<file path="config.mk">
export PLATFORM = sky130hd
export DESIGN_NAME = uart_int_ident_fifo_ctrl
export DESIGN_NICKNAME = d
export VERILOG_FILES = /design/src/uart_regs_pkg.sv /design/src/uart_int_ident_fifo_ctrl.sv
export SDC_FILE = /design/constraint.sdc
export NUM_CORES = 1
export LEC_CHECK = 0
export ABC_AREA = 0
export BUFFER_PORTS_ARGS = -buffer_cell sky130_fd_sc_hd__buf_4
export CORE_MARGIN = 2
export CORE_UTILIZATION = 46
export CTS_CLUSTER_SIZE = 20
export DETAILED_ROUTE_END_ITERATION = 10
export PLACE_DENSITY = 0.86
export SKIP_CTS_REPAIR_TIMING = 1
export SLEW_MARGIN = 20
export SYNTH_ARGS = -nofsm -noshare
export SYNTH_HDL_FRONTEND = slang
export SYNTH_SLANG_ARGS = --single-unit
</file>
<file path="constraint.sdc">
create_clock -name ref_clk -period 1.5 [get_ports ref_clk]
set_clock_uncertainty 0.1 [all_clocks]
set_input_delay 0.15 -clock ref_clk [delete_from_list [all_inputs] [get_ports ref_clk]]
set_output_delay 0.15 -clock ref_clk [all_outputs]
set_load 0.02 [all_outputs]
</file>
<file path="src/uart_regs_pkg.sv">
// constants, field layout and carrier types for the uart register block
package uart_regs_pkg;

    // ------------------------------------------------------------------
    // register offsets and selection
    // ------------------------------------------------------------------
    localparam logic [3:0] OFS_DIVISOR_HIGH = 4'h1;
    localparam logic [3:0] OFS_IDENT_FIFO   = 4'h2;
    localparam int         LCR_DIV_BIT      = 7;
    localparam logic [7:0] LCR_ENH_KEY      = 8'hbf;

    // ------------------------------------------------------------------
    // reset values
    // ------------------------------------------------------------------
    localparam logic [7:0] DIVISOR_HIGH_RST = 8'h00;
    localparam logic [7:0] IDENT_RST        = 8'h01;
    localparam logic [7:0] FIFO_CONTROL_RST = 8'h00;
    localparam logic [7:0] READ_ZERO        = 8'h00;

    // ------------------------------------------------------------------
    // fifo control field positions
    // ------------------------------------------------------------------
    localparam int FCR_RX_TRIG_HI = 7;
    localparam int FCR_RX_TRIG_LO = 6;
    localparam int FCR_TX_TRIG_HI = 5;
    localparam int FCR_TX_TRIG_LO = 4;
    localparam int FCR_TX_CLR_BIT = 2;
    localparam int FCR_RX_CLR_BIT = 1;
    localparam int FCR_EN_BIT     = 0;

    // ------------------------------------------------------------------
    // trigger levels, in characters or free spaces, and the fifo depth
    // ------------------------------------------------------------------
    localparam logic [6:0] LVL_1  = 7'h01;
    localparam logic [6:0] LVL_8  = 7'h08;
    localparam logic [6:0] LVL_16 = 7'h10;
    localparam logic [6:0] LVL_32 = 7'h20;
    localparam logic [6:0] LVL_56 = 7'h38;
    localparam logic [6:0] LVL_60 = 7'h3c;
    localparam logic [6:0] FIFO_DEPTH = 7'h40;

    // ------------------------------------------------------------------
    // identification codes for bits 5:0
    // ------------------------------------------------------------------
    localparam logic [5:0] ID_NONE      = 6'h01;
    localparam logic [5:0] ID_LINE_ERR  = 6'h06;
    localparam logic [5:0] ID_RX_TMO    = 6'h0c;
    localparam logic [5:0] ID_RX_DATA   = 6'h04;
    localparam logic [5:0] ID_TX_READY  = 6'h02;
    localparam logic [5:0] ID_MODEM     = 6'h00;
    localparam logic [5:0] ID_PIN_CHG   = 6'h30;
    localparam logic [5:0] ID_FLOW_CHAR = 6'h10;
    localparam logic [5:0] ID_CTS_RTS   = 6'h20;

    // interrupt sources, already gated by their enables upstream
    typedef struct packed {
        logic line_status_err;  // level
        logic rx_timeout;       // level
        logic rx_data_ready;    // level
        logic tx_ready;         // level
        logic modem;            // level
        logic pin_change;       // level
        logic xoff_seen;        // pulse
        logic xon_seen;         // pulse
        logic special_seen;     // pulse
        logic cts_rts_drop;     // level
    } irq_src_t;

endpackage

</file>
<file path="src/uart_int_ident_fifo_ctrl.sv">
// divisor high byte, interrupt identification and fifo control registers
`timescale 1ns/1ps
`default_nettype none

module uart_int_ident_fifo_ctrl #(
    parameter int ADDR_W = 4
) (
    input  wire logic                    ref_clk,           // 125 mhz
    input  wire logic                    rst_n,             // power-on reset
    input  wire logic                    sw_reset,          // soft reset
    input  wire logic [ADDR_W-1:0]       reg_addr,          // register offset
    input  wire logic                    reg_wr,            // write strobe
    input  wire logic                    reg_rd,            // read strobe
    input  wire logic [7:0]              reg_wdata,         // write data
    input  wire logic [7:0]              line_control,      // lcr contents
    input  wire logic                    enh_enable,        // efr bit 4
    input  wire uart_regs_pkg::irq_src_t irq_src,           // sources
    output logic      [7:0]              reg_rdata,         // read data
    output logic                         reg_rvalid,        // read done
    output logic      [7:0]              divisor_high_byte, // divisor msb
    output logic                         fifo_enable,       // fifo mode
    output logic      [6:0]              rx_trigger_level,  // characters
    output logic      [6:0]              tx_trigger_level,  // spaces
    output logic      [6:0]              fifo_depth,        // 1 or 64
    output logic                         tx_fifo_clear,     // one pulse
    output logic                         rx_fifo_clear,     // one pulse
    output logic                         irq_pending        // any source but xon_seen
);

    // ------------------------------------------------------------------
    // elaboration checks
    // ------------------------------------------------------------------
    generate
        if (ADDR_W < 2) begin : g_bad_addr
            $error("ADDR_W must be at least 2");
        end
    endgenerate

    // ------------------------------------------------------------------
    // trigger decode
    // ------------------------------------------------------------------
    function automatic logic [6:0] rx_level(input logic [1:0] code);
        logic [6:0] lvl;
        lvl = uart_regs_pkg::LVL_8;
        case (code)
            2'h0: lvl = uart_regs_pkg::LVL_8;
            2'h1: lvl = uart_regs_pkg::LVL_16;
            2'h2: lvl = uart_regs_pkg::LVL_56;
            default: lvl = uart_regs_pkg::LVL_60;
        endcase
        return lvl;
    endfunction

    function automatic logic [6:0] tx_level(input logic [1:0] code);
        logic [6:0] lvl;
        lvl = uart_regs_pkg::LVL_8;
        case (code)
            2'h0: lvl = uart_regs_pkg::LVL_8;
            2'h1: lvl = uart_regs_pkg::LVL_16;
            2'h2: lvl = uart_regs_pkg::LVL_32;
            default: lvl = uart_regs_pkg::LVL_56;
        endcase
        return lvl;
    endfunction

    // ------------------------------------------------------------------
    // address decode
    // ------------------------------------------------------------------
    logic divisor_sel;
    logic ident_sel;
    logic wr_divisor;
    logic wr_fifo_ctl;
    logic rd_ident;
    logic rd_divisor;

    always_comb begin
        divisor_sel = 1'b0;
        ident_sel   = 1'b0;
        if (line_control[uart_regs_pkg::LCR_DIV_BIT] &&
            line_control != uart_regs_pkg::LCR_ENH_KEY &&
            reg_addr == ADDR_W'(uart_regs_pkg::OFS_DIVISOR_HIGH)) begin
            divisor_sel = 1'b1;
        end else if (!line_control[uart_regs_pkg::LCR_DIV_BIT] &&
            reg_addr == ADDR_W'(uart_regs_pkg::OFS_IDENT_FIFO)) begin
            ident_sel = 1'b1;
        end
        wr_divisor  = reg_wr && divisor_sel;
        wr_fifo_ctl = reg_wr && ident_sel;
        rd_divisor  = reg_rd && divisor_sel;
        rd_ident    = reg_rd && ident_sel;
    end

    // ------------------------------------------------------------------
    // divisor high byte, survives soft reset
    // ------------------------------------------------------------------
    logic [7:0] next_divisor_high_byte;

    always_comb begin
        next_divisor_high_byte = divisor_high_byte;
        if (wr_divisor) begin
            next_divisor_high_byte = reg_wdata;
        end
    end

    always_ff @(posedge ref_clk or negedge rst_n) begin
        if (!rst_n) begin
            divisor_high_byte <= uart_regs_pkg::DIVISOR_HIGH_RST;
        end else begin
            divisor_high_byte <= next_divisor_high_byte;
        end
    end

    // ------------------------------------------------------------------
    // fifo control
    // ------------------------------------------------------------------
    logic [1:0] rx_trig_code;
    logic [1:0] tx_trig_code;
    logic [1:0] next_rx_trig_code;
    logic [1:0] next_tx_trig_code;
    logic       next_fifo_enable;
    logic       next_tx_fifo_clear;
    logic       next_rx_fifo_clear;
    logic [6:0] next_rx_trigger_level;
    logic [6:0] next_tx_trigger_level;
    logic [6:0] next_fifo_depth;

    always_comb begin
        next_rx_trig_code  = rx_trig_code;
        next_tx_trig_code  = tx_trig_code;
        next_fifo_enable   = fifo_enable;
        next_tx_fifo_clear = 1'b0;
        next_rx_fifo_clear = 1'b0;
        if (sw_reset) begin
            next_rx_trig_code = uart_regs_pkg::FIFO_CONTROL_RST[
                uart_regs_pkg::FCR_RX_TRIG_HI:uart_regs_pkg::FCR_RX_TRIG_LO];
            next_tx_trig_code = uart_regs_pkg::FIFO_CONTROL_RST[
                uart_regs_pkg::FCR_TX_TRIG_HI:uart_regs_pkg::FCR_TX_TRIG_LO];
            next_fifo_enable  = uart_regs_pkg::FIFO_CONTROL_RST[
                uart_regs_pkg::FCR_EN_BIT];
        end else if (wr_fifo_ctl) begin
            next_fifo_enable = reg_wdata[uart_regs_pkg::FCR_EN_BIT];
            // with the fifo off the other bits are frozen
            if (reg_wdata[uart_regs_pkg::FCR_EN_BIT]) begin
                next_rx_trig_code = reg_wdata[uart_regs_pkg::FCR_RX_TRIG_HI:
                    uart_regs_pkg::FCR_RX_TRIG_LO];
                if (enh_enable) begin
                    next_tx_trig_code = reg_wdata[
                        uart_regs_pkg::FCR_TX_TRIG_HI:
                        uart_regs_pkg::FCR_TX_TRIG_LO];
                end
                next_tx_fifo_clear =
                    reg_wdata[uart_regs_pkg::FCR_TX_CLR_BIT];
                next_rx_fifo_clear =
                    reg_wdata[uart_regs_pkg::FCR_RX_CLR_BIT];
            end
        end
        // outputs follow the values being stored this cycle
        if (next_fifo_enable) begin
            next_rx_trigger_level = rx_level(next_rx_trig_code);
            next_tx_trigger_level = tx_level(next_tx_trig_code);
            next_fifo_depth       = uart_regs_pkg::FIFO_DEPTH;
        end else begin
            next_rx_trigger_level = uart_regs_pkg::LVL_1;
            next_tx_trigger_level = uart_regs_pkg::LVL_1;
            next_fifo_depth       = uart_regs_pkg::LVL_1;
        end
    end

    always_ff @(posedge ref_clk or negedge rst_n) begin
        if (!rst_n) begin
            rx_trig_code     <= uart_regs_pkg::FIFO_CONTROL_RST[
                uart_regs_pkg::FCR_RX_TRIG_HI:uart_regs_pkg::FCR_RX_TRIG_LO];
            tx_trig_code     <= uart_regs_pkg::FIFO_CONTROL_RST[
                uart_regs_pkg::FCR_TX_TRIG_HI:uart_regs_pkg::FCR_TX_TRIG_LO];
            fifo_enable      <= uart_regs_pkg::FIFO_CONTROL_RST[
                uart_regs_pkg::FCR_EN_BIT];
            tx_fifo_clear    <= 1'b0;
            rx_fifo_clear    <= 1'b0;
            rx_trigger_level <= uart_regs_pkg::LVL_1;
            tx_trigger_level <= uart_regs_pkg::LVL_1;
            fifo_depth       <= uart_regs_pkg::LVL_1;
        end else begin
            rx_trig_code     <= next_rx_trig_code;
            tx_trig_code     <= next_tx_trig_code;
            fifo_enable      <= next_fifo_enable;
            tx_fifo_clear    <= next_tx_fifo_clear;
            rx_fifo_clear    <= next_rx_fifo_clear;
            rx_trigger_level <= next_rx_trigger_level;
            tx_trigger_level <= next_tx_trigger_level;
            fifo_depth       <= next_fifo_depth;
        end
    end

    // ------------------------------------------------------------------
    // flow character flags behind ident bit 4
    // ------------------------------------------------------------------
    logic pause_flag;
    logic special_flag;
    logic next_pause_flag;
    logic next_special_flag;

    always_comb begin
        next_pause_flag   = pause_flag;
        next_special_flag = special_flag;
        if (sw_reset) begin
            next_pause_flag   = 1'b0;
            next_special_flag = 1'b0;
        end else begin
            // a new detection in the clearing cycle wins
            if (irq_src.xon_seen) begin
                next_pause_flag = 1'b0;
            end
            if (irq_src.xoff_seen) begin
                next_pause_flag = 1'b1;
            end
            if (rd_ident) begin
                next_special_flag = 1'b0;
            end
            if (irq_src.special_seen) begin
                next_special_flag = 1'b1;
            end
        end
    end

    always_ff @(posedge ref_clk or negedge rst_n) begin
        if (!rst_n) begin
            pause_flag   <= 1'b0;
            special_flag <= 1'b0;
        end else begin
            pause_flag   <= next_pause_flag;
            special_flag <= next_special_flag;
        end
    end

    // ------------------------------------------------------------------
    // priority encoder and read path
    // ------------------------------------------------------------------
    logic [5:0] ident_code;
    logic [7:0] ident_value;
    logic [7:0] next_reg_rdata;
    logic       next_reg_rvalid;
    logic       next_irq_pending;

    always_comb begin
        if (irq_src.line_status_err) begin
            ident_code = uart_regs_pkg::ID_LINE_ERR;
        end else if (irq_src.rx_timeout) begin
            ident_code = uart_regs_pkg::ID_RX_TMO;
        end else if (irq_src.rx_data_ready) begin
            ident_code = uart_regs_pkg::ID_RX_DATA;
        end else if (irq_src.tx_ready) begin
            ident_code = uart_regs_pkg::ID_TX_READY;
        end else if (irq_src.modem) begin
            ident_code = uart_regs_pkg::ID_MODEM;
        end else if (irq_src.pin_change) begin
            ident_code = uart_regs_pkg::ID_PIN_CHG;
        end else if (pause_flag || special_flag) begin
            ident_code = uart_regs_pkg::ID_FLOW_CHAR;
        end else if (irq_src.cts_rts_drop) begin
            ident_code = uart_regs_pkg::ID_CTS_RTS;
        end else begin
            ident_code = uart_regs_pkg::ID_NONE;
        end
        ident_value = {fifo_enable, fifo_enable, ident_code};
        next_irq_pending = (ident_code != uart_regs_pkg::ID_NONE);
        next_reg_rvalid  = reg_rd;
        if (rd_ident) begin
            next_reg_rdata = ident_value;
        end else if (rd_divisor) begin
            next_reg_rdata = divisor_high_byte;
        end else if (reg_rd) begin
            next_reg_rdata = uart_regs_pkg::READ_ZERO;
        end else begin
            next_reg_rdata = reg_rdata;
        end
    end

    always_ff @(posedge ref_clk or negedge rst_n) begin
        if (!rst_n) begin
            reg_rdata   <= uart_regs_pkg::READ_ZERO;
            reg_rvalid  <= 1'b0;
            irq_pending <= 1'b0;
        end else begin
            reg_rdata   <= next_reg_rdata;
            reg_rvalid  <= next_reg_rvalid;
            irq_pending <= next_irq_pending;
        end
    end

endmodule

`default_nettype wire

</file>
==> run summary, run 1 <==
The run finished, with violations left. The checks that failed: negative hold slack. The leakage power came out at 1.27 nW. The power share of the combinational group is 19.7%. The number of top-level pins is 78.

The global-route wire length before repair came out at 6200 um. After floorplanning, the core was sized to cover 0.00342 mm^2. The combined area of all synthesized cells is 0.00168 mm^2. The worst register-to-register path ends at pause_flag$_DFFE_PN0P_. A synthesized cell averages 11.0 um^2. The upper clock frequency limit is 731 MHz. Summed over all instances, the cell type with the most area after synthesis is dfrtp_1. After legalization and detailed placement, the total HPWL measured 2910 um.

Once layout is complete, the cells apart from fillers number 291. Dividing the final minimum period by the clock period gives 91.2%. Entering global routing, the biggest net connects 36 pins. The number of antenna violations at the first check in global routing is 0. No sink is reached through more buffers than the 2 on the longest clock path. The final worst slack came out at 0.132 ns. The final max-slew violation count is 0.

The worst setup path is launched from an input port. The final net count is 282. The via count of the first global-routing pass came out at 1338. The routed length per placed instance is 14.1 um. The row count is 21. The clock network is responsible for 35.7% of the overall power.

In this run the biggest area consumer among cell types represents 50.8% of the synthesized area. The post-route worst hold slack came out at -0.0464 ns. The number of unique standard cell types used by synthesis is 39. The net load switching power is 0.000598 W. The detailed router placed 1477 vias in this run. The highest fanout seen on the critical path came out at 1.

The CTS tree is built. The share of the core filled with cells in the final layout came out at 73.3%. The kind of end point of the critical path is a register. The power per cell area came out at 944 mW/mm^2. The depth of the worst register-to-register path came out at 3. In the post-synthesis netlist, the biggest area contributors are dfrtp_1, mux2_4, buf_4, nor2_1, a21oi_1.

The most frequent cell after synthesis is dfrtp_1. The number of cells on the worst hold path came out at 3. The total number of clock tree sinks came out at 35. For this run, asynchronously set or reset flops after synthesis account for 100%. The clock buffer count from CTS is 5.

The placed instance area is 0.00224 mm^2. The die footprint came out at 0.00414 mm^2. Setup repair after global routing left no endpoint under its margin.

Net switching is 25.3% of the power. In this run the remaining antenna-violating nets after routing total 0. The height of the die is 64.4 um. The path class of the lowest-slack min-delay path is input port to register. The critical path in this run is classified as input port to register. The register bit count reported by yosys came out at 35. Dividing the detail-routed via count by the number of cells gives 5.08.

Clock-pin slew was measured on the worst setup and hold paths at 0.11 ns. The worst hold path terminates at irq_pending$_DFF_PN0_. The repair_antennas step left the layout with diodes totalling 0. The internal power is 0.00176 W.

Sequential elements use 52.4% of the synthesized area. The worst path arrival time is 1.50 ns. The flip-flop cell with the highest count after synthesis is dfrtp_1. Synthesis produced 153 cells. In this run, synthesis inferred 0 flip-flops with an integrated enable. The power consumption came out at 0.00236 W. The final-report hold violation count came out at 1. In the synthesized netlist, the cells that appear most often are dfrtp_1, nor2_1, buf_4. The final weighted congestion in routability-driven placement came out at 0.853.

The die extent in x is 64.4 um. The sequential cell fraction of total power is 44.6%. CTS placed an instance of clkbuf_4 at the clock tree root.

The ratio of cells with drive above 1 in the final layout came out at 40.8%. In this run the tool buffered the top-level ports with 67 buffer cells. The data required time at the worst endpoint is 1.64 ns. The final setup violation count came out at 0. The starting density of the core came out at 49.0%. The global-route usage over all layers is 20.0%.

The placed cell count is 267. The tool flagged a number of max-cap violations equal to 0. The total wirelength of the detailed-routed design came out at 4110 um. After global routing the overflow that remains totals 0. The minimum clock period is 1.37 ns. After detailed routing, the number of remaining DRC violations is 0. The first-pass iteration count of the detailed router came out at 4. At the later pin of the worst-skew pair, clock insertion delay measures 0.34 ns. The layout-stage area growth over the synthesis result is 49.4%.

The startpoint of the worst register-to-register path is pause_flag$_DFFE_PN0P_. The deepest level of the CTS H-tree came out at 2. The final instance area is 0.00250 mm^2. The worst ir drop on vdd came out at 0.707 mV. For flop-to-flop paths, the worst setup slack is 0.15 ns. The total number of yosys warnings is 0.

For this block, the initial DRC count from the detailed router was 31. The placement-stage worst setup slack is -0.145 ns. The critical hold path startpoint is irq_src[4].
[how the worst max path moves through the flow]
stage               slack, ns                       endpoint  cells after the start                startpoint
floorplan               -0.02  tx_trigger_level[3]$_DFF_PN0_                      7           line_control[7]
detailed placement      -0.14  tx_trigger_level[3]$_DFF_PN0_                      7               reg_addr[3]
global placement        -0.08  tx_trigger_level[3]$_DFF_PN0_                      7           line_control[7]
global route             0.01       reg_rdata[0]$_DFFE_PN0P_                      3  special_flag$_DFFE_PN0P_
finish                   0.13         pause_flag$_DFFE_PN0P_                      5                irq_src[3]
CTS                      0.14                  fifo_depth[6]                      2     fifo_enable$_DFF_PN0_
[critical path: stages]
cell and delay (ns):
dlygate4sd3_1 0.53, buf_4 0.13, a21oi_1 0.10, nor2_1 0.04
dlygate4sd3_1 0.54
[metal layers]
metal  track usage [%]  up-vias  share of wire [%]
li1                  -      702                  -
met1              26.3      707                 43
met2              32.0       63                 49
met3              5.46        5                7.0
met4              6.65        0                1.0
met5                 0        -                  0
[logic make-up after synthesis]
| group | after synthesis | synth area share [%] |
|---|---|---|
| muxes | 11 | 8.96 |
| and+or+nand+nor | 52 | 16.8 |
| other | 1 | 0.224 |
| buffers and inverters | 25 | 8.96 |
| DFF | 35 | 52.4 |
| adders and majority gates | 2 | 1.49 |
| AOI/OAI and AO/OA | 27 | 11.2 |
[state kept, by name, indices dropped and copies added (netlist names)]
register and cells:
tx_trigger_level 3, pause_flag 1, reg_rdata 8, rx_fifo_clear 1, divisor_high_byte 8, tx_fifo_clear 1
tx_trig_code 2, reg_rvalid 1, rx_trig_code 2, fifo_depth 1, irq_pending 1, special_flag 1
rx_trigger_level 4, fifo_enable 1
[cell type report]
type / count / area (um^2)
clock inverter: 3 / 67.6
inverter: 7 / 26.3
multi-input combinational: 102 / 698
sequential: 35 / 877
fill: 271 / 913
tap: 46 / 57.6
clock buffer: 5 / 37.5
timing repair buffer: 93 / 738
[power by group through the flow]
stage | clock network [W] | registers, W | logic [W]
global placement | 0 | 0.00107 | 0.000425
floorplan | 0 | 0.00113 | 0.000156
CTS | 0.000863 | 0.00105 | 0.000432
finish | 0.000843 | 0.00105 | 0.000466
detailed placement | 0 | 0.00107 | 0.000432
global route | 0.000907 | 0.00106 | 0.000495
[through the flow]
stage / hold slack (ns) / setup TNS [ns]
floorplan: -0.246 / -0.0233
global placement: 0.0256 / -0.196
detailed placement: 0.0267 / -0.449
CTS: -0.361 / 0
global route: -0.0412 / 0
finish: -0.0464 / 0
[cell usage in the layout (no fill, tap or decap), drive strengths merged, types with 7 or more instances in the layout]
master	count
a21oi	8
buf	77
conb	10
dfrtp	34
dlygate4sd3	16
inv	7
mux2	8
nand2	8
nor2	17
(Power assumes the default switching activity.)
==> inputs of run 2 (changes only) <==
--- a/config.mk
+++ b/config.mk
@@ -7,11 +7,12 @@
 export LEC_CHECK = 0
 export ABC_AREA = 0
 export BUFFER_PORTS_ARGS = -buffer_cell sky130_fd_sc_hd__buf_4
+export CAP_MARGIN = 20
 export CORE_MARGIN = 2
-export CORE_UTILIZATION = 46
+export CORE_UTILIZATION = 40
 export CTS_CLUSTER_SIZE = 20
 export DETAILED_ROUTE_END_ITERATION = 10
-export PLACE_DENSITY = 0.86
+export PLACE_DENSITY = 0.77
 export SKIP_CTS_REPAIR_TIMING = 1
 export SLEW_MARGIN = 20
 export SYNTH_ARGS = -nofsm -noshare
==> run 2 against run 1 <==
  * The flow still finishes with violations (negative hold slack)
  * Wire length is 5.1% lower
  * Clock-buffer cell count increased by 2
  * Utilization shrank 15 points
  * Fmax rose by 0.53%
  * Sequential power is essentially flat
  * Total power is 9.7% lower
  * Sequential cell count did not move
  * Clock power decreased by 24%
  * Highest routed layer unchanged
  * Global-route usage is 1.5 points lower
  * Register-to-register slack barely moved
  * Non-clock buffer count decreased by 12
  * Worst hold slack gained 0.037 ns
==> run summary, run 2 (synthesized netlist as in run 1, its figures left out) <==
The final weighted congestion in routability-driven placement came out at 0.784 (was 0.853). The number of antenna violations at the first check in global routing came out at 0 (unchanged). The final cell count without fillers came out at 283 (was 291).

The final max-slew violation count came out at 0 (unchanged). The global-route usage over all layers came out at 18.4% (was 20.0%). The global-route wire length before repair came out at 6330 um (was 6200 um). The vias per cell is 4.96 (was 5.08). The data required time at the worst endpoint is 1.58 ns (was 1.64 ns). The uppermost metal layer occupied by signal nets is met4 (unchanged). The via count of the first global-routing pass came out at 1347 (was 1338).

The critical path class is input port to register (unchanged). The layout-stage area growth over the synthesis result is 41.2% (was 49.4%). The final worst slack came out at 0.140 ns (was 0.132 ns). The vias after detailed routing came out at 1404 (was 1477). Violations in the final reports: negative hold slack (unchanged). The worst ir drop on vdd is 0.499 mV (was 0.707 mV). The clock-pin slew reported for the worst setup and hold paths after clock tree synthesis is 0.06 ns (was 0.11 ns). The placed cell count came out at 270 (was 267). The maximum clock path buffer count came to 2 (unchanged). The ratio of cells with drive above 1 in the final layout came to 41.6% (was 40.8%). The height of the die is 68.7 um (was 64.4 um).

The minimum clock period is 1.36 ns (was 1.37 ns). The power per cell area came out at 902 mW/mm^2 (was 944 mW/mm^2). The placed instance area is 0.00223 mm^2 (was 0.00224 mm^2).

The final-report hold violation count came out at 3 (was 1). The met2 wire length came out at 1950 um (was 2010 um). The detailed placement HPWL was 2990 um (was 2910 um). The die extent in x came out at 68.7 um (was 64.4 um). The number of antenna diodes was 0 (unchanged).

The starting DRC count in detailed routing came to 54 (was 31). The worst path arrival time is 1.44 ns (was 1.50 ns). The pin count of the biggest net entering global routing came out at 36 (unchanged).

The startpoint kind of the worst setup timing path is an input port (unchanged). The global-route congestion overflow total came out at 0 (unchanged). The total wirelength of the detailed-routed design was 3900 um (was 4110 um). The met1 routed wirelength after detailed routing came to 1620 um (was 1770 um).

The total number of clock tree sinks came to 35 (unchanged). The final instance area is 0.00237 mm^2 (was 0.00250 mm^2). The upper clock frequency limit came out at 735 MHz (was 731 MHz).

The most common cell after layout, fill and taps aside is buf_4 (unchanged). Unrepaired setup endpoints after global routing: no (unchanged). The first-pass iteration count of the detailed router is 4 (unchanged). The cell chosen for the clock root is clkbuf_8 (was clkbuf_4). The final setup violation count came out at 0 (unchanged). The final net count came out at 270 (was 282).

Result of the run: finished with violations (unchanged). The number of top-level pins came to 78 (unchanged). The row count was 23 (was 21). The post-route antenna net violation count is 0 (unchanged). The DRC violations left is 0 (unchanged). The leakage power was 1.21 nW (was 1.27 nW). The starting density of the core is 41.6% (was 49.0%).

The final clock period utilization by the worst path is 90.7% (was 91.2%). The CTS tree is built (unchanged). The number of maximum-capacitance violations came out at 0 (unchanged). The clock insertion delay at the later pin of the skew report is 0.28 ns (was 0.34 ns). The total met3 wirelength after detailed routing is 309 um (was 287 um). The path class of the lowest-slack min-delay path is input port to register (unchanged).

The kind of end point of the critical path is a register (unchanged). The deepest level of the CTS H-tree came out at 2 (unchanged). The placeable core region came out at 0.00403 mm^2 (was 0.00342 mm^2). Biggest registers after layout: divisor_high_byte x8, reg_rdata x8, rx_trigger_level x4 (unchanged).

The die footprint came to 0.00472 mm^2 (was 0.00414 mm^2). The routed length per placed instance is 13.8 um (was 14.1 um). The placement-stage worst setup slack came out at -0.129 ns (was -0.145 ns). The clock buffer count from CTS came out at 5 (unchanged). The highest fanout seen on the critical path is 3 (was 1). Highest-count cells in the layout ignoring fill and taps: buf_4, dfrtp_1, nor2_1, conb_1 (was buf_4, dfrtp_1, nor2_1, dlygate4sd3_1, conb_1).

The number of buffers inserted by port buffering came out at 67 (unchanged). The post-route worst hold slack came out at -0.00952 ns (was -0.0464 ns).
run 2: cell types whose count changed in the layout (fill, tap and decap cells not counted):
cell,before,now
dlygate4sd3_1,16,5
clkbuf_4,5,0
clkbuf_8,0,5
bufinv_16,2,0
clkbuf_1,0,2
buf_4,77,76
clkinv_2,0,1
clkinvlp_4,1,0
run 2: per-stage QoR:
step	utilization (%)	setup TNS [ns]	power [W]	hold slack, ns
after global routing	58.7	0	0.00226	0.00158
after CTS	57.5	0	0.00215	-0.278
after detailed placement	55.5	-0.674	0.00150	0.0304
after floorplan	-	-0.0233	0.00129	-0.246
after global placement	55.5	-0.234	0.00149	0.0214
final	58.7	0	0.00213	-0.00952
run 2: layout make-up:
cell class	count	area (um^2)
Clock buffer	7	76.3
Clock inverter	1	5.00
Fill cell	361	1660
Inverter	7	26.3
Multi-Input combinational cell	102	698
Sequential cell	35	877
Tap cell	50	62.6
Timing Repair Buffer	81	621
run 2: critical path, cell delays in order:
cell and delay, ns:
dlygate4sd3_1 0.53, buf_4 0.14, mux2i_1 0.11, nor2_1 0.08, ha_1 0.29, and2_1 0.14
run 2: worst paths after layout:
kind	startpoint	endpoint	slack, ns	cells after the start
setup reg to reg	fifo_enable$_DFF_PN0_	tx_trigger_level[3]$_DFF_PN0_	0.14	5
hold reg to reg	reg_rdata[0]$_DFFE_PN0P_	reg_rdata[0]$_DFFE_PN0P_	0.45	2
min in group asynchronous	rst_n	divisor_high_byte[2]$_DFFE_PN0P_	0.25	2
max in group asynchronous	rst_n	fifo_depth[0]$_DFF_PN1_	0.71	2
setup / recovery	reg_wdata[4]	tx_trigger_level[3]$_DFF_PN0_	0.14	6
hold / removal	irq_src[1]	special_flag$_DFFE_PN0P_	-0.01	3
run 2: per-layer routing:
metal / track usage [%] / vias up
met3: 6.49 / 4
met1: 23.0 / 678
met2: 30.3 / 50
met5: 0 / -
met4: 5.15 / 0
li1: - / 672
run 2: where the power goes:
| part | total, W | internal, W | leakage, nW | switching [W] |
|---|---|---|---|---|
| Clock | 0.000641 | 0.000325 | 0.0422 | 0.000316 |
| Combinational | 0.000435 | 0.000221 | 0.713 | 0.000214 |
| Sequential | 0.00106 | 0.00101 | 0.457 | 0.0000525 |
==> inputs of run 3 (changes only) <==
--- a/config.mk
+++ b/config.mk
@@ -5,14 +5,14 @@
 export SDC_FILE = /design/constraint.sdc
 export NUM_CORES = 1
 export LEC_CHECK = 0
-export ABC_AREA = 0
+export ABC_AREA = 1
 export BUFFER_PORTS_ARGS = -buffer_cell sky130_fd_sc_hd__buf_4
 export CAP_MARGIN = 20
 export CORE_MARGIN = 2
 export CORE_UTILIZATION = 40
 export CTS_CLUSTER_SIZE = 20
 export DETAILED_ROUTE_END_ITERATION = 10
-export PLACE_DENSITY = 0.77
+export PLACE_DENSITY = 0.7
 export SKIP_CTS_REPAIR_TIMING = 1
 export SLEW_MARGIN = 20
 export SYNTH_ARGS = -nofsm -noshare
==> run 3 against run 2 <==
  * The run now ends clean
  * First-iteration DRC count grew 94%
  * Via count increased by 15%
  * Register-to-register slack hardly changed
  * Synthesized cell count up 43%
==> run summary, run 3 <==
Result of the run: complete, no violations (was finished with violations). The kind of end point of the critical path is a register (unchanged). The number of unique standard cell types used by synthesis is 22 (was 39). The via count of the first global-routing pass was 1483 (was 1347). The standard cell with the maximum stage delay on the critical path is dfrtp_1 (was dlygate4sd3_1). The clock buffer count from CTS is 5 (unchanged). The share of the yosys chip area belonging to registers came out at 49.5% (was 52.4%). The deepest level of the CTS H-tree is 2 (unchanged). The area share of the largest cell type after synthesis is 48.0% (was 50.8%).

The count of buffer and inverter cells on the critical path came out at 2 (unchanged). The number of buffers inserted by port buffering is 67 (unchanged). The post-route antenna net violation count is 0 (unchanged).

The path class of the lowest-slack min-delay path is input port to register (unchanged). The row count is 24 (was 23). The startpoint of the worst register-to-register path is tx_trig_code[1]$_DFF_PN0_ (was fifo_enable$_DFF_PN0_). The height of the die came out at 70.6 um (was 68.7 um). The setup slack on the worst flop-to-flop path was 0.13 ns (was 0.14 ns). The end point of the critical path is tx_trigger_level[4]$_DFF_PN0_ (was tx_trigger_level[3]$_DFF_PN0_). The layout-stage area growth over the synthesis result came out at 42.8% (was 41.2%). The vias per cell came out at 4.54 (was 4.96).

The global-route wire length before repair came out at 6530 um (was 6330 um). The startpoint kind of the worst setup timing path is a register (was input port). The flip-flop cell with the highest count after synthesis was dfrtp_1 (unchanged). The final net count came out at 341 (was 270).

The post-route worst hold slack was 0.00233 ns (was -0.00952 ns). The xor and xnor area share after synthesis came out at 0% (unchanged). The starting DRC count in detailed routing came out at 105 (was 54).

Biggest registers after layout: divisor_high_byte x8, reg_rdata x8, rx_trigger_level x4 (unchanged). The area fraction in and, or, nand and nor cells after synthesis is 30.4% (was 16.8%). The number of antenna violations at the first check in global routing is 0 (unchanged). The cell chosen for the clock root is clkbuf_8 (unchanged). The category of cells accounting for the largest share of critical-path delay is simple AND/OR/NAND/NOR gates (was buffers and inverters). In this design, the critical path's most frequently occurring cell is nand2_1. The final max-slew violation count is 0 (unchanged). The upper clock frequency limit was 729 MHz (was 735 MHz).

The capturing point of the worst reg2reg path was tx_trigger_level[4]$_DFF_PN0_ (was tx_trigger_level[3]$_DFF_PN0_). The final clock period utilization by the worst path came out at 91.5% (was 90.7%). The die extent in x came out at 70.6 um (was 68.7 um). The global-route usage over all layers came to 16.4% (was 18.4%). The final-report hold violation count is 0 (was 3).

The die footprint was 0.00498 mm^2 (was 0.00472 mm^2). The routed length per placed instance came out at 11.1 um (was 13.8 um). The leakage power came out at 1.42 nW (was 1.21 nW).

The worst path arrival time came out at 1.45 ns (was 1.44 ns). The power consumption came out at 0.00247 W (was 0.00213 W). The placeable core region came out at 0.00432 mm^2 (was 0.00403 mm^2). The power per cell area came out at 975 mW/mm^2 (was 902 mW/mm^2). The total wirelength of the detailed-routed design is 3960 um (was 3900 um). The portion of netlist area occupied by mux cells came out at 0% (was 8.96%). The final setup violation count is 0 (unchanged). The stage delay of the slowest cell on the critical path is 0.38 ns (was 0.53 ns). The total number of clock tree sinks is 35 (unchanged). The critical path class was register to register (was input port to register). The detailed placement HPWL is 3090 um (was 2990 um). The first-pass iteration count of the detailed router came out at 4 (unchanged). The register bit count reported by yosys was 35 (unchanged). The number of maximum-capacitance violations is 0 (unchanged). The global-route congestion overflow total was 0 (unchanged). Unrepaired setup endpoints after global routing: no (unchanged).

The placement-stage worst setup slack was -0.0877 ns (was -0.129 ns). The final worst slack came out at 0.128 ns (was 0.140 ns). The share of the core filled with cells in the final layout is 58.5% (was 58.7%). The synthesized area per cell is 8.10 um^2 (was 11.0 um^2). The worst ir drop on vdd came out at 0.549 mV (was 0.499 mV). Highest-count cells in the layout ignoring fill and taps: buf_4, nand2_1, dfrtp_1, inv_1, nand3_1 (was buf_4, dfrtp_1, nor2_1, conb_1). The post-synthesis compound-gate area fraction came out at 5.36% (was 11.2%). The minimum clock period came out at 1.37 ns (was 1.36 ns). The starting density of the core came to 41.0% (was 41.6%). Ranking of synthesized cells by instance count: nand2_1, dfrtp_1, inv_1 (was dfrtp_1, nor2_1, buf_4).

The count of fill cells added during filler insertion is 426 (was 361). The combined area of all synthesized cells is 0.00177 mm^2 (was 0.00168 mm^2). The clock-pin slew reported for the worst setup and hold paths after clock tree synthesis is 0.07 ns (was 0.06 ns). The DRC violations left is 0 (unchanged).

The cell count along the critical path is 10 (was 6). The ratio of cells with drive above 1 in the final layout is 37.2% (was 41.6%). The depth of the worst register-to-register path came out at 10 (was 5). The number of instances in the synthesized netlist is 219 (was 153). The number of enable-type register cells in the synthesized netlist came out at 0 (unchanged). The vias after detailed routing came out at 1616 (was 1404).

The final weighted congestion in routability-driven placement came out at 0.746 (was 0.784). The number of top-level pins was 78 (unchanged). The share of async-settable or async-resettable flops after synthesis is 100% (unchanged). The maximum clock path buffer count came out at 2 (unchanged). Top area cells in the synthesized netlist: dfrtp_1, nand2_1, inv_1, nand3_1, buf_4 (was dfrtp_1, mux2_4, buf_4, nor2_1, a21oi_1). The total number of yosys warnings is 0 (unchanged).

The number of antenna diodes was 0 (unchanged). The CTS tree is built (unchanged). The most frequent cell after synthesis is nand2_1 (was dfrtp_1). Ordered list of cells on the worst path: buf_4, nand2_1, nand2_1, nand2_1, nand2_1, nand2_2, inv_1, ha_1, nor2_1, nor2_1 (was dlygate4sd3_1, buf_4, mux2i_1, nor2_1, ha_1, and2_1). The post-synthesis share of cell area spent on full adders, half adders and majority gates came out at 1.41% (was 1.49%). The highest fanout seen on the critical path was 3 (unchanged). The pin count of the biggest net entering global routing is 36 (unchanged). The start point of the critical path is tx_trig_code[1]$_DFF_PN0_ (was reg_wdata[4]). The data required time at the worst endpoint came out at 1.58 ns (about the same).

The biggest area consumer among synthesized cells is dfrtp_1 (unchanged). The clock insertion delay at the later pin of the skew report came out at 0.28 ns (about the same). The most common cell after layout, fill and taps aside was buf_4 (unchanged). The main combinational cell family by area after synthesis is simple AND/OR/NAND/NOR gates (unchanged).
-- run 3: cells by family after synthesis --
family | after synthesis
flops | 35
other cells | 1
simple gates | 121
buf+inv | 47
fa+ha+maj | 2
compound gates | 13
-- run 3: cell type report --
| class | count | area [um^2] | area share (%) |
|---|---|---|---|
| Sequential cell | 35 | 877 | 34.7 |
| Multi-Input combinational cell | 146 | 703 | 27.8 |
| Timing Repair Buffer | 82 | 626 | 24.7 |
| Inverter | 33 | 124 | 4.89 |
| Clock buffer | 5 | 68.8 | 2.72 |
| Clock inverter | 3 | 67.6 | 2.67 |
| Tap cell | 52 | 65.1 | 2.57 |
-- run 3: per-stage QoR --
stage          std cells  TNS (ns)  instance area [um^2]
6_report             356         0                  2530
5_1_grt              356         0                  2530
4_1_cts              351         0                  2480
3_5_place_dp         343    -0.108                  2340
3_3_place_gp         343   -0.0428                  2340
2_1_floorplan        228         0                  1810
-- run 3: per-layer routing --
layer	track usage [%]	wire length, um
met5	0	0
met4	5.03	46
met3	5.84	391
met2	26.6	1850
met1	20.8	1680
-- run 3: worst min path at each step --
| stage | start | end | slack [ns] | depth (start not counted) |
|---|---|---|---|---|
| global route | reg_wdata[3] | divisor_high_byte[3]$_DFFE_PN0P_ | 0.00005 | 3 |
| floorplan | rst_n | divisor_high_byte[0]$_DFFE_PN0P_ | -0.25 | 0 |
| global placement | rst_n | rx_trigger_level[5]$_DFF_PN0_ | 0.03 | 1 |
| finish | irq_src[1] | special_flag$_DFFE_PN0P_ | 0.002 | 3 |
| CTS | rst_n | divisor_high_byte[6]$_DFFE_PN0P_ | -0.29 | 1 |
| detailed placement | rst_n | rx_trigger_level[3]$_DFF_PN0_ | 0.03 | 1 |
-- run 3: worst min-delay path, stage by stage --
cell and delay [ns]:
buf_4 0.11, inv_1 0.04, a21oi_1 0.05
-- run 3: where the power goes --
part / leakage [nW] / total (W) / switching (W) / internal, W
logic: 0.890 / 0.000424 / 0.000230 / 0.000194
clock network: 0.0644 / 0.00100 / 0.000341 / 0.000663
registers: 0.464 / 0.00104 / 0.0000441 / 0.000997
